[config.mk]
export PLATFORM = sky130hd
export DESIGN_NAME = adsc_ctrl
export DESIGN_NICKNAME = d
export VERILOG_FILES = /design/src/logic/adsc_pkg.sv /design/src/logic/adsc_clkdiv.sv /design/src/logic/adsc_ctrl.sv
export SDC_FILE = /design/constraint.sdc
export NUM_CORES = 1
export LEC_CHECK = 0
export ABC_AREA = 1
export BUFFER_PORTS_ARGS = -buffer_cell sky130_fd_sc_hd__buf_2
export CORE_MARGIN = 5
export CORE_UTILIZATION = 40
export DETAILED_ROUTE_END_ITERATION = 6
export PLACE_DENSITY_LB_ADDON = 0.2
export SLEW_MARGIN = 10
export SYNTH_ARGS = -nofsm -noshare
export SYNTH_HDL_FRONTEND = slang
export SYNTH_HIERARCHICAL = 1
export SYNTH_SLANG_ARGS = --single-unit
[constraint.sdc]
create_clock -name clock_i -period 5.5 [get_ports clock_i]
set_input_delay 1.1 -clock clock_i [delete_from_list [all_inputs] [get_ports clock_i]]
set_output_delay 1.1 -clock clock_i [all_outputs]
set_load 0.005 [all_outputs]
[src/logic/adsc_pkg.sv]
// Shared constants and types for the converter sequencing control block.
package adsc_pkg;

   // APB address width and data width seen by the register slave.
   localparam int unsigned APB_ADDR_W = 12;
   localparam int unsigned APB_DATA_W = 32;

   // Register indices; the byte address of each register is four times its index.
   localparam logic [9:0] CSR_IDX = 10'h070;
   localparam logic [9:0] RES_HIGH_IDX = 10'h071;
   localparam logic [9:0] RES_LOW_IDX = 10'h072;

   // Field positions inside the control/status register.
   localparam int unsigned DONE_BIT = 7;
   localparam int unsigned SPEED_BIT = 6;
   localparam int unsigned ON_BIT = 5;
   localparam int unsigned RSVD_BIT = 4;
   localparam int unsigned CH_LSB = 0;
   localparam int unsigned CH_W = 4;

   // Result width and the split between the two result registers.
   localparam int unsigned RES_BITS = 10;
   localparam int unsigned RES_HIGH_LSB = 2;

   // Reset values of the registers.
   localparam logic [7:0] CSR_RST = 8'h00;
   localparam logic [9:0] RES_RST = 10'h000;

   // Converter timing: sampling ticks and the slow divide exponent (2**2 = 4).
   localparam int unsigned SAMPLE_TICKS = 2;
   localparam int unsigned SLOW_DIV_W = 2;

   // Stabilisation after leaving halt, in ns, and its cycle count at 125 MHz (rounded up).
   localparam int unsigned CLK_PERIOD_PS = 8000;
   localparam int unsigned STAB_NS = 1000;
   localparam int unsigned STAB_CYCLES = (STAB_NS * 1000 + CLK_PERIOD_PS - 1) / CLK_PERIOD_PS;

   // Software view of the control/status register.
   typedef struct packed {
      logic done;
      logic fast;
      logic on;
      logic [CH_W-1:0] ch;
   } adsc_csr_t;

   // Signals that steer the analog multiplexer and converter core.
   typedef struct packed {
      logic power;
      logic sample;
      logic adc_clk;
      logic [CH_W-1:0] channel;
   } adsc_analog_t;

   // Sequencer states, Gray coded along off, sample, convert.
   typedef enum logic [1:0] {
      ST_OFF = 2'b00,
      ST_SAMPLE = 2'b01,
      ST_CONV = 2'b11
   } adsc_state_t;

endpackage

[src/logic/adsc_clkdiv.sv]
`timescale 1ns/1ps
// Converter clock divider: one tick per converter clock period.
module adsc_clkdiv
   import adsc_pkg::*;
#(
   parameter int unsigned DIV_W = SLOW_DIV_W
) (
   input wire logic clock_i,
   input wire logic rst_b_i,
   input wire logic run_i,
   input wire logic fast_i,
   output logic tick_o,
   output logic phase_o
);

   // Free counter of CPU cycles; held at zero while stopped so restarts align.
   logic [DIV_W-1:0] cnt_reg;

   // The fast divide by two needs one counter bit, the slow one needs DIV_W.
   if (DIV_W < 2) begin : g_check
      $error("adsc_clkdiv: DIV_W must be at least 2");
   end

   // Counter advances only while the converter runs.
   always_ff @(posedge clock_i or negedge rst_b_i) begin
      if (!rst_b_i) begin
         cnt_reg <= '0;
      end else if (!run_i) begin
         cnt_reg <= '0;
      end else begin
         cnt_reg <= cnt_reg + {{(DIV_W-1){1'b0}}, 1'b1};
      end
   end

   // The tick marks the last CPU cycle of each converter period.
   assign tick_o = run_i & (fast_i ? cnt_reg[0] : (&cnt_reg));
   // Square converter clock level for the analog core.
   assign phase_o = fast_i ? cnt_reg[0] : cnt_reg[DIV_W-1];

endmodule

[src/logic/adsc_ctrl.sv]
`timescale 1ns/1ps
module adsc_ctrl
   import adsc_pkg::*;
#(
   parameter int unsigned SAMPLE_LEN = SAMPLE_TICKS,
   parameter int unsigned STAB_LEN = STAB_CYCLES
) (
   input wire logic clock_i,
   input wire logic rst_b_i,
   input wire logic psel_i,
   input wire logic penable_i,
   input wire logic pwrite_i,
   input wire logic [APB_ADDR_W-1:0] paddr_i,
   input wire logic [APB_DATA_W-1:0] pwdata_i,
   output logic [APB_DATA_W-1:0] prdata_o,
   output logic pready_o,
   output logic pslverr_o,
   input wire logic halt_i,
   input wire logic [RES_BITS-1:0] core_data_i,
   output adsc_analog_t analog_o
);

   // Width of the stabilisation counter and of the phase tick counter.
   localparam int unsigned STAB_W = $clog2(STAB_LEN + 1);
   localparam int unsigned CNT_W = 4;
   localparam logic [CNT_W-1:0] SAMPLE_LAST = CNT_W'(SAMPLE_LEN - 1);
   localparam logic [CNT_W-1:0] CONV_LAST = CNT_W'(RES_BITS - 1);

   // Counts must fit the four-bit phase counter and be at least one tick.
   if (SAMPLE_LEN < 1 || SAMPLE_LEN > 16 || RES_BITS > 16 || STAB_LEN < 1) begin : g_check
      $error("adsc_ctrl: timing parameters out of range");
   end

   // Register state.
   adsc_csr_t csr_reg;                // Control/status register.
   logic [RES_BITS-1:0] result_reg;   // Last completed conversion.
   adsc_state_t state_reg;            // Sequencer state.
   logic [CNT_W-1:0] cnt_reg;         // Ticks spent in the current phase.
   logic [STAB_W-1:0] stab_reg;       // Cycles left before conversions are trusted.
   logic [RES_BITS-1:0] core_meta_reg; // First synchroniser stage of core data.
   logic [RES_BITS-1:0] core_sync_reg; // Second synchroniser stage of core data.
   logic [APB_DATA_W-1:0] prdata_reg; // Registered read data.
   logic pready_reg;                  // Registered ready, one cycle per transfer.
   logic pslverr_reg;                 // Registered error for unmapped addresses.
   adsc_analog_t analog_reg;          // Registered analog steering.

   // Next values.
   adsc_state_t state_next;
   logic [CNT_W-1:0] cnt_next;

   // APB phase decode: the first access cycle latches data, the second completes.
   wire access_first = psel_i & penable_i & ~pready_reg;
   wire xfer_done = psel_i & penable_i & pready_reg;
   wire word_ok = (paddr_i[1:0] == 2'b00);
   wire hit_csr = word_ok & (paddr_i[11:2] == CSR_IDX);
   wire hit_high = word_ok & (paddr_i[11:2] == RES_HIGH_IDX);
   wire hit_low = word_ok & (paddr_i[11:2] == RES_LOW_IDX);
   wire hit_any = hit_csr | hit_high | hit_low;
   wire wr_csr = xfer_done & pwrite_i & hit_csr;
   wire rd_high = xfer_done & ~pwrite_i & hit_high;

   // Written control fields; bit 7 and reserved bit 4 are not writable.
   wire [CH_W-1:0] wr_ch = pwdata_i[CH_LSB +: CH_W];
   wire wr_on = pwdata_i[ON_BIT];
   wire on_next = wr_csr ? wr_on : csr_reg.on;
   wire fast_next = wr_csr ? pwdata_i[SPEED_BIT] : csr_reg.fast;
   wire [CH_W-1:0] ch_next = wr_csr ? wr_ch : csr_reg.ch;
   wire ch_change = wr_csr & (wr_ch != csr_reg.ch);
   wire restart = ch_change | (wr_csr & wr_on & ~csr_reg.on);
   wire go = on_next & ~halt_i & (stab_reg == '0);

   // Converter clock ticks from the divider.
   logic tick;
   logic adc_phase;
   wire div_run = (state_reg != ST_OFF) & ~restart;

   adsc_clkdiv #(
      .DIV_W(SLOW_DIV_W)
   ) u_clkdiv (
      .clock_i(clock_i),
      .rst_b_i(rst_b_i),
      .run_i(div_run),
      .fast_i(csr_reg.fast),
      .tick_o(tick),
      .phase_o(adc_phase)
   );

   // A conversion completes on the last bit tick unless it is aborted that cycle.
   // sample plus bit ticks
   wire end_conv = (state_reg == ST_CONV) & tick & (cnt_reg == CONV_LAST) & go & ~restart;

   wire done_next = end_conv | (csr_reg.done & ~(wr_csr | rd_high));

   // Read mux; reserved bit 4 and result_low bits 7:2 read as zero.
   wire [7:0] csr_view = {csr_reg.done, csr_reg.fast, csr_reg.on, 1'b0, csr_reg.ch};
   wire [7:0] high_view = result_reg[RES_BITS-1:RES_HIGH_LSB];
   wire [7:0] low_view = {6'h00, result_reg[RES_HIGH_LSB-1:0]};
   wire [7:0] rd_byte = hit_csr ? csr_view : (hit_high ? high_view : (hit_low ? low_view : 8'h00));

   // Sequencer: sample for SAMPLE_LEN ticks, then one tick per result bit, then again.
   // no dependence on wait
   always_comb begin
      state_next = state_reg;
      cnt_next = cnt_reg;
      if (!go) begin
         state_next = ST_OFF;
         cnt_next = '0;
      end else if (restart || state_reg == ST_OFF) begin
         state_next = ST_SAMPLE;
         cnt_next = '0;
      end else if (tick) begin
         case (state_reg)
            ST_SAMPLE: begin
               if (cnt_reg == SAMPLE_LAST) begin
                  state_next = ST_CONV;
                  cnt_next = '0;
               end else begin
                  cnt_next = cnt_reg + 4'h1;
               end
            end
            ST_CONV: begin
               if (cnt_reg == CONV_LAST) begin
                  state_next = ST_SAMPLE;
                  cnt_next = '0;
               end else begin
                  cnt_next = cnt_reg + 4'h1;
               end
            end
            default: begin
               state_next = ST_OFF;
               cnt_next = '0;
            end
         endcase
      end
   end

   // Sequencer registers.
   always_ff @(posedge clock_i or negedge rst_b_i) begin
      if (!rst_b_i) begin
         state_reg <= ST_OFF;
         cnt_reg <= '0;
      end else begin
         state_reg <= state_next;
         cnt_reg <= cnt_next;
      end
   end

   // Stabilisation counter: reloaded through halt, counts down after wake-up.
   // stabilisation countdown
   always_ff @(posedge clock_i or negedge rst_b_i) begin
      if (!rst_b_i) begin
         stab_reg <= '0;
      end else if (halt_i) begin
         stab_reg <= STAB_W'(STAB_LEN);
      end else if (stab_reg != '0) begin
         stab_reg <= stab_reg - {{(STAB_W-1){1'b0}}, 1'b1};
      end
   end

   // Core data comes from the analog side, so it is synchronised before use.
   // Saturation above or below the references is produced by the core itself.
   // saturation passes through
   always_ff @(posedge clock_i or negedge rst_b_i) begin
      if (!rst_b_i) begin
         core_meta_reg <= RES_RST;
         core_sync_reg <= RES_RST;
      end else begin
         core_meta_reg <= core_data_i;
         core_sync_reg <= core_meta_reg;
      end
   end

   // Control/status and result registers.
   // reset clears registers
   always_ff @(posedge clock_i or negedge rst_b_i) begin
      if (!rst_b_i) begin
         csr_reg <= adsc_csr_t'({CSR_RST[7:5], CSR_RST[CH_W-1:0]});
         result_reg <= RES_RST;
      end else begin
         csr_reg.done <= done_next;
         csr_reg.fast <= fast_next;
         csr_reg.on <= on_next;
         csr_reg.ch <= ch_next;
         if (end_conv) begin
            result_reg <= core_sync_reg;
         end
      end
   end

   // APB slave: one wait state, then ready for a single cycle.
   always_ff @(posedge clock_i or negedge rst_b_i) begin
      if (!rst_b_i) begin
         prdata_reg <= '0;
         pready_reg <= 1'b0;
         pslverr_reg <= 1'b0;
      end else if (access_first) begin
         prdata_reg <= pwrite_i ? '0 : {24'h000000, rd_byte};
         pready_reg <= 1'b1;
         pslverr_reg <= ~hit_any;
      end else begin
         pready_reg <= 1'b0;
         pslverr_reg <= 1'b0;
      end
   end

   // Analog steering is registered so the core sees glitch-free levels.
   always_ff @(posedge clock_i or negedge rst_b_i) begin
      if (!rst_b_i) begin
         analog_reg <= '0;
      end else begin
         analog_reg.power <= go;
         analog_reg.sample <= (state_next == ST_SAMPLE);
         analog_reg.adc_clk <= adc_phase;
         analog_reg.channel <= ch_next;
      end
   end

   assign prdata_o = prdata_reg;
   assign pready_o = pready_reg;
   assign pslverr_o = pslverr_reg;
   assign analog_o = analog_reg;
endmodule

; After elaboration in Yosys (flattened, before gate mapping)
; Index checks and enable logic that the tools add are counted.
[classes]
add_sub_neg = 3
n_eq_ne = 10
n_mux = 24
bitwise_logic = 34
reduce_logical = 8
[op_table]
columns = op, n
row1 = equality test 10 x 7 -> 1 bit (second input constant), 3
row2 = 2-to-1 mux 8 bit, 3
row3 = AND 1 bit, 22
row4 = 2-to-1 mux 4 bit, 5
row5 = 2-to-1 mux 2 bit, 7
row6 = 2-to-1 mux 7 bit, 2
row7 = one-hot mux 4 bit (2 select lines), 1
row8 = zero test 7 bit, 1
row9 = inverter 1 bit, 7
row10 = nonzero test 7 bit, 1
row11 = subtractor 7 x 1 -> 7 bit (second input constant), 1
row12 = 2-to-1 mux 1 bit, 5
row13 = bitwise OR 1 bit, 5
row14 = adder 4 x 1 -> 4 bit (second input constant), 1
row15 = equality test 2 x 1 -> 1 bit (second input constant), 2
row16 = equality test 4 x 1 -> 1 bit (second input constant), 1
row17 = equality test 4 bit (second input constant), 1
row18 = zero test 2 bit, 2
row19 = inequality test 4 bit, 1
row20 = one-hot mux 2 bit (2 select lines), 1
row21 = nonzero test 2 bit, 2
row22 = inequality test 3 x 1 -> 1 bit (second input constant), 1
row23 = adder 2 x 1 -> 2 bit (second input constant), 1
row24 = equality test 2 bit (second input constant), 1
row25 = 2 further kinds, 2
[word_totals]
reg_bits = 89
input_bits = 60
output_inout_bits = 41
word_cells = 96

; Logic depth before layout (Yosys ltp)
; Gate-level depths: netlist of the first run.
[depth]
word_depth = 15
mapped_depth = 18
depth_no_buf = 17

; By module
; Netlist of the first run, hierarchy kept.
[by_module_without_submodules]
columns = mod, n_inst, cells_per_inst, area_each_um2, seq_area_each_um2
row1 = adsc_ctrl, 1, 351, 3179.3, 1576.5
row2 = adsc_clkdiv, 1, 13, 105.1, 50.0

; Least setup slack after synthesis of the first run
; No wires, ideal clock.
[synth_timing]
path_type = in2reg
startpoint = input port pwdata_i[1]
endpoint = register result_reg[6]
setup_time_ns = 0.115
arrival_time_ns = 2.625
required_ns = 5.385
path_slack_ns = 2.761
cell_stages = 18
path_buffers = 1
cell_sequence = inv_1 > nand2_1 > nand2_1 > nor2_1 > nand3_1 > nand2_2 > nand2_1 > inv_1 > inv_1 > a21oi_2 > nand3_1 > nor2_1 > nand2_4 > inv_2 > nand2_4 > buf_8 > nand2_2 > nand2_2
[synth_via]
elab_chain_cells = 10
[synth_lines]
columns = item, line
row1 = "start, declared", adsc_ctrl.sv:14  ; input wire logic [APB_DATA_W-1:0] pwdata_i,
row2 = inequality test 4 bit, adsc_ctrl.sv:68  ; wire ch_change = wr_csr & (wr_ch != csr_reg.ch);
row3 = AND 1 bit, adsc_ctrl.sv:68
row4 = bitwise OR 1 bit, adsc_ctrl.sv:69  ; wire restart = ch_change | (wr_csr & wr_on & ~csr_reg.on);
row5 = inverter 1 bit, adsc_ctrl.sv:75  ; wire div_run = (state_reg != ST_OFF) & ~restart;
row6 = AND 1 bit, adsc_ctrl.sv:75
row7 = net div_run, adsc_ctrl.sv:75
row8 = AND 1 bit, adsc_clkdiv.sv:36  ; assign tick_o = run_i & (fast_i ? cnt_reg[0] : (&cnt_reg));
row9 = net tick, adsc_ctrl.sv:73  ; logic tick;
row10 = AND 1 bit (4 in a row), adsc_ctrl.sv:90  ; wire end_conv = (state_reg == ST_CONV) & tick & (cnt_reg == CONV_LAST) & go & ~restart;
row11 = "end signal, assigned", adsc_ctrl.sv:185  ; result_reg <= core_sync_reg;
row12 = "end, declared", adsc_ctrl.sv:36  ; logic [RES_BITS-1:0] result_reg;
; The timed path passes the listed nets, and every way through them passes these cells.
; A chain may end at the register's enable or synchronous reset.

; Worst setup path in the final report of the first run
[layout_timing]
startpoint = input port pwdata_i[5]
endpoint = register result_reg[8]
[layout_via]
elab_chain_cells = 10
word_cells_on_any_way = 13
cone_classes = 1 x mux / 12 x bitwise
[layout_lines]
columns = item, line
row1 = AND 1 bit (2 in a row), adsc_ctrl.sv:69
row2 = bitwise OR 1 bit, adsc_ctrl.sv:69
row3 = inverter 1 bit, adsc_ctrl.sv:75
row4 = AND 1 bit, adsc_ctrl.sv:75
row5 = net div_run, adsc_ctrl.sv:75
row6 = AND 1 bit, adsc_clkdiv.sv:36
row7 = net tick, adsc_ctrl.sv:73
row8 = AND 1 bit (4 in a row), adsc_ctrl.sv:90
; The timed path passes the listed nets, and every way through them passes these cells.

==> impl_metrics.yaml, run 1 <==
layout:
  drive_gt1_share_pct: 28.6
  n_antenna_cell: 0
  layout_commonest_cell: "nand2_1"
  nets: 483
  fin_cells: 528
  area_growth_pct: 13.4
  finish.instance_area_um2: 3720
  final_cell_mix: "nand2_1, dfrtp_1, buf_2"
worst_setup_path:
  r2r_slack_ns: 3.10
  crit_path_end_kind: "register"
  r2r_end: "result_reg[8]$_DFFE_PN0P_"
  arrival_ns: 3.07
  r2r_cells: 16
  crit_fanout: 10
  start_kind: "primary input"
  worstPathRequired_ns: 5.77
  crit_type: "primary input to register"
  worstReg2RegStart: "analog_o[1]$_DFFE_PN0N_"
timing:
  skew_ns: 0.0123
  worst_pin_slew_ns: 0.796
  rsz0062_at_grt: "false"
  slew_violations: 0
  final.min_clock_period_ns: 2.80
  period_share_pct: 51.0
  setup_tns_ns: 0
  relSlewSlack_pct: 46.9
  fmax_mhz: 357
  finalSetupViolCount: 0
  hold_violations: 0
synthesis:
  yosysUniqueCellTypes: 35
  synth_top_area_share_pct: 49.5
  synth_warnings: 6
  synth_edf_count: 0
  syn_area_um2: 3280
  syn_inst: 364
  synthTopCellsByArea: "dfrtp_1, nand2_1, buf_4"
  synth_area_leader_cell: "dfrtp_1"
  ys.flop_type: "dfrtp_1"
  ys_ff_latch: 65
  ys_async_sr_fraction_pct: 100
  yosysSeqAreaShare_pct: 49.5
  syn_area_per_cell_um2: 9.02
power:
  peakVddDrop_uv: 151
  p_seq_share_pct: 52.3
  switching_share_pct: 24.1
  total_power_uw: 941
  switchingPower_uw: 227
  internal-power_uw: 714
  p_leak_nw: 2.00
  clkPwrFrac_pct: 42.1
  p_comb_share_pct: 5.6
  pwr_density_cell_nw_per_um2: 253
status:
  status: "complete, no violations"
cts:
  cts_made_buffers: 9
  clkLatencyLatePin_ns: 0.34
  cts_sinks: 65
  cts_buffer_depth: 2
  cts.repair.resized: 0
  cts_tree: "done"
  cts_setup_buffers: 0
  root_buffer: "clkbuf_8"
  cts-htree-levels: 3
  path_clk_slew_ns: 0.07
  hold_buffers: 0
place:
  gp_congestion: 0.768
  dp_cells: 513
  dpl.hpwl_um: 4520
  place_area_um2: 3530
  port_buffers: 50
floorplan:
  rows: 33
  fp.dieH_um: 101
  dieArea_um2: 10100
  core_area_um2: 8090
  io_pins: 101
  start_util_pct: 40.6
  die_w_um: 101
grt:
  grt_use_total_pct: 12.8
  grt_max_degree: 66
  grt_pass1_vias: 2212
  antenna_found_initial: 0
  overflow: 0
  grt_pass1_wl_um: 10200
route:
  remaining_drc_errors: 0
  dr.pass1.iters: 4
  drtIter0Drc: 69
  wl_per_cell_um: 11.4
  routed_wl_um: 6020
  viasPerCell: 4.38
  drtAntennaViolNets: 0
  num_vias: 2314
min_path:
  hold_depth: 0
  hold-path-endpoint: "core_sync_reg[2]$_DFF_PN0_"
  worstHoldPathType: "register to register"
  min_from: "core_meta_reg[2]$_DFF_PN0_"
job:
  timing.max_cap.violations: 0
per-stage QoR:
stage	hold WS, ns	worst slack (ns)	utilization [%]
after detailed placement	0.335	2.32	43.6
final	0.350	2.70	46.0
after global routing	0.364	2.35	46.0
after global placement	0.333	2.35	43.6
after floorplan	0.331	2.76	-
after CTS	0.352	2.68	46.0
cells by family after synthesis:
family | Yosys count | share of synthesized area (%)
buffers and inverters | 80 | 12.7
DFF | 65 | 49.5
xor gates and xnor gates | 3 | 0.800
adders and majority gates | 4 | 1.52
other | 1 | 0.114
AOI/OAI and AO/OA | 31 | 5.75
and+or+nand+nor | 180 | 29.6
layer usage:
layer	up-vias	wire, um	global-route usage [%]
li1	1202	-	-
met3	5	491	4.22
met5	-	0	0
met1	1049	2790	17.3
met4	0	70	4.66
met2	58	2670	19.1
power by group through the flow:
| stage | combinational, mW | sequential [mW] | clock [mW] |
|---|---|---|---|
| 6_report | 0.0527 | 0.492 | 0.396 |
| 5_1_grt | 0.0617 | 0.494 | 0.429 |
| 4_1_cts | 0.0539 | 0.492 | 0.409 |
| 3_5_place_dp | 0.0535 | 0.502 | 0 |
| 3_3_place_gp | 0.0533 | 0.501 | 0 |
| 2_1_floorplan | 0.0371 | 0.501 | 0 |
critical path, stage by stage:
cell and delay [ns]:
buf_2 0.11, nand2_1 0.07, nand2_1 0.05, nor2_1 0.09, nand3_1 0.18, nand2_2 0.18, nand2_1 0.08, inv_1 0.12
inv_1 0.08, a21oi_2 0.22, nand3_1 0.10, nor2_1 0.20, nand2_4 0.09, nor2_4 0.23, nand2_1 0.10, nand2_2 0.07
cell usage after synthesis (all sizes together) (2+ instances only):
cell type / count
o2111ai: 2
ha: 4
dfrtp: 65
inv: 50
o21ai: 14
nor3: 4
nand4: 3
nand3: 24
nand3b: 2
a21oi: 8
nor2: 28
xnor2: 2
nand2: 116
nor4: 2
buf: 29
o211ai: 5
final cells by class:
cell class	instances	area, um2
timing repair buffer	51	258
clock buffer	9	124
sequential	65	1630
multi-input combinational	242	1330
tap	105	131
clock inverter	6	68.8
inverter	50	188
fill	817	4370
worst max path at each step:
| stage | slack, ns | to | from |
|---|---|---|---|
| 2_1_floorplan | 2.76 | result_reg[6]$_DFFE_PN0P_ | pwdata_i[1] |
| 3_3_place_gp | 2.35 | result_reg[9]$_DFFE_PN0P_ | pwdata_i[5] |
| 3_5_place_dp | 2.32 | result_reg[6]$_DFFE_PN0P_ | pwdata_i[5] |
| 4_1_cts | 2.68 | result_reg[6]$_DFFE_PN0P_ | pwdata_i[1] |
| 5_1_grt | 2.35 | result_reg[7]$_DFFE_PN0P_ | pwdata_i[1] |
| 6_report | 2.70 | result_reg[8]$_DFFE_PN0P_ | pwdata_i[5] |
Power figures use the tool's default switching activity.
==> run 2, diff against run 1 <==
Clock period 5.5 ns to 2.4 ns, I/O delays scaled along.
==> impl_metrics.yaml, run 2 (synthesized netlist as in run 1, its figures left out) <==
route:
  viasPerCell: 4.42
  dr_wl_met3_um: 440
  met2RoutedLength_um: 2920
  wl_met1_um: 2780
  drtAntennaViolNets: 0
  drtIter0Drc: 69
  remaining_drc_errors: 0
  num_vias: 2372
  wl_per_cell_um: 11.7
  topRoutingLayerUsed: "met4"
  dr.pass1.iters: 6
  routed_wl_um: 6270
layout:
  fill_cells: 806
  n_antenna_cell: 0
  regArea_um2: 1630
  nets: 491
  drive_gt1_share_pct: 30.1
  final_cell_mix: "nand2_1, dfrtp_1, buf_2"
  layout_commonest_cell: "nand2_1"
  multi_input_area_um2: 1330
  area_growth_pct: 15.3
worst_setup_path:
  start_kind: "register"
  r2r_cells: 16
  path_cells: "inv_1, nand2_1, o21ai_1, nor2_1, nand3_1, nand2_2, nand2_1, inv_1, inv_1, a21oi_2, nand3_1, nor2_1, nand2_4, nor2_4, nand2_1, nand2_2"
  worstReg2RegStart: "analog_o[1]$_DFFE_PN0N_"
  crit_family: "simple AND/OR/NAND/NOR gates"
  r2r_slack_ns: 0.34
  slowest_delay_ns: 0.42
  crit_type: "register to register"
  crit_path_end_kind: "register"
  crit_fanout: 10
  arrival_ns: 2.35
  r2r_end: "result_reg[9]$_DFFE_PN0P_"
  worstPathRequired_ns: 2.69
  cpMaxStageDelayCell: "dfrtp_1"
  crit_buf_inv: 3
min_path:
  worstHoldPathType: "primary input to async pin"
floorplan:
  die_w_um: 101
  io_pins: 101
  dieArea_um2: 10100
  core_area_um2: 8090
  rows: 33
  fp.dieH_um: 101
  start_util_pct: 40.6
place:
  port_buffers: 50
  gp_congestion: 0.845
  dpl.hpwl_um: 4780
power:
  p_leak_nw: 2.04
  peakVddDrop_uv: 378
  pwr_density_cell_nw_per_um2: 560
  total_power_mw: 2.12
job:
  timing.max_cap.violations: 0
cts:
  cts_buffer_depth: 2
  cts_sinks: 65
  path_clk_slew_ns: 0.08
  hold_buffers: 0
  clkLatencyLatePin_ns: 0.35
  cts_made_buffers: 9
  cts.repair.resized: 0
  cts-htree-levels: 3
  root_buffer: "clkbuf_8"
  cts_tree: "done"
  cts_setup_buffers: 0
timing:
  skew_ns: 0.00902
  hold_violations: 0
  fmax_mhz: 485
  finalSetupViolCount: 0
  relSlewSlack_pct: 62.5
  rsz0062_at_grt: "false"
  setup_tns_ns: 0
  final.min_clock_period_ns: 2.06
  worst_pin_slew_ns: 0.562
  slew_violations: 0
  period_share_pct: 85.9
grt:
  grt_max_degree: 41
  antenna_found_initial: 0
  grt_pass1_vias: 2221
  overflow: 0
  grt_use_total_pct: 13.4
  grt_pass1_wl_um: 10400
status:
  status: "complete, no violations"
run 2: cell count changes in the layout (fill, tap and decap cells not counted), sizes merged:
cell    previous run  this run
buf               51        59
bufinv             1         0
clkinv             3         1
inv               51        55
run 2: where the power goes:
group | internal [mW] | total [mW] | leakage, nW | switching, mW
Clock | 0.394 | 0.868 | 0.0929 | 0.474
Sequential | 1.12 | 1.13 | 0.816 | 0.00891
Combinational | 0.0433 | 0.127 | 1.13 | 0.0835
Total | 1.56 | 2.12 | 2.04 | 0.566
run 2: layout make-up:
class / instances / share of cell area [%]
clock buffer: 9 / 3.27
clock inverter: 7 / 1.55
inverter: 50 / 4.96
multi-input combinational: 242 / 35.1
sequential: 65 / 43.0
tap: 105 / 3.47
timing repair buffer: 59 / 8.72
run 2: worst max-delay path by stage:
stage	start	endpoint	slack [ns]	cells after the start
after floorplan	pwdata_i[1]	result_reg[6]$_DFFE_PN0P_	0.28	18
after global placement	paddr_i[7]	result_reg[9]$_DFFE_PN0P_	0.20	16
after detailed placement	paddr_i[9]	cnt_reg[2]$_DFFE_PN0P_	0.16	17
after CTS	analog_o[1]$_DFFE_PN0N_	result_reg[9]$_DFFE_PN0P_	0.30	16
after global routing	analog_o[1]$_DFFE_PN0N_	result_reg[7]$_DFFE_PN0P_	0.007	16
final	analog_o[1]$_DFFE_PN0N_	result_reg[9]$_DFFE_PN0P_	0.34	16
run 2: metal layers:
layer / up-vias / GRT usage [%]
met3: 10 / 4.50
met4: 0 / 6.22
met5: - / 0
met1: 1086 / 16.7
li1: 1216 / -
met2: 60 / 20.8
run 2: through the flow:
stage	worst slack [ns]	area [um2]	hold WS, ns	instances	utilization (%)
6_report	0.339	3790	0.113	537	46.8
5_1_grt	0.00740	3790	0.146	537	46.8
4_1_cts	0.297	3790	0.116	537	46.8
3_5_place_dp	0.158	3600	0.336	521	44.5
3_3_place_gp	0.196	3600	0.333	521	44.5
2_1_floorplan	0.281	3370	0.184	387	-
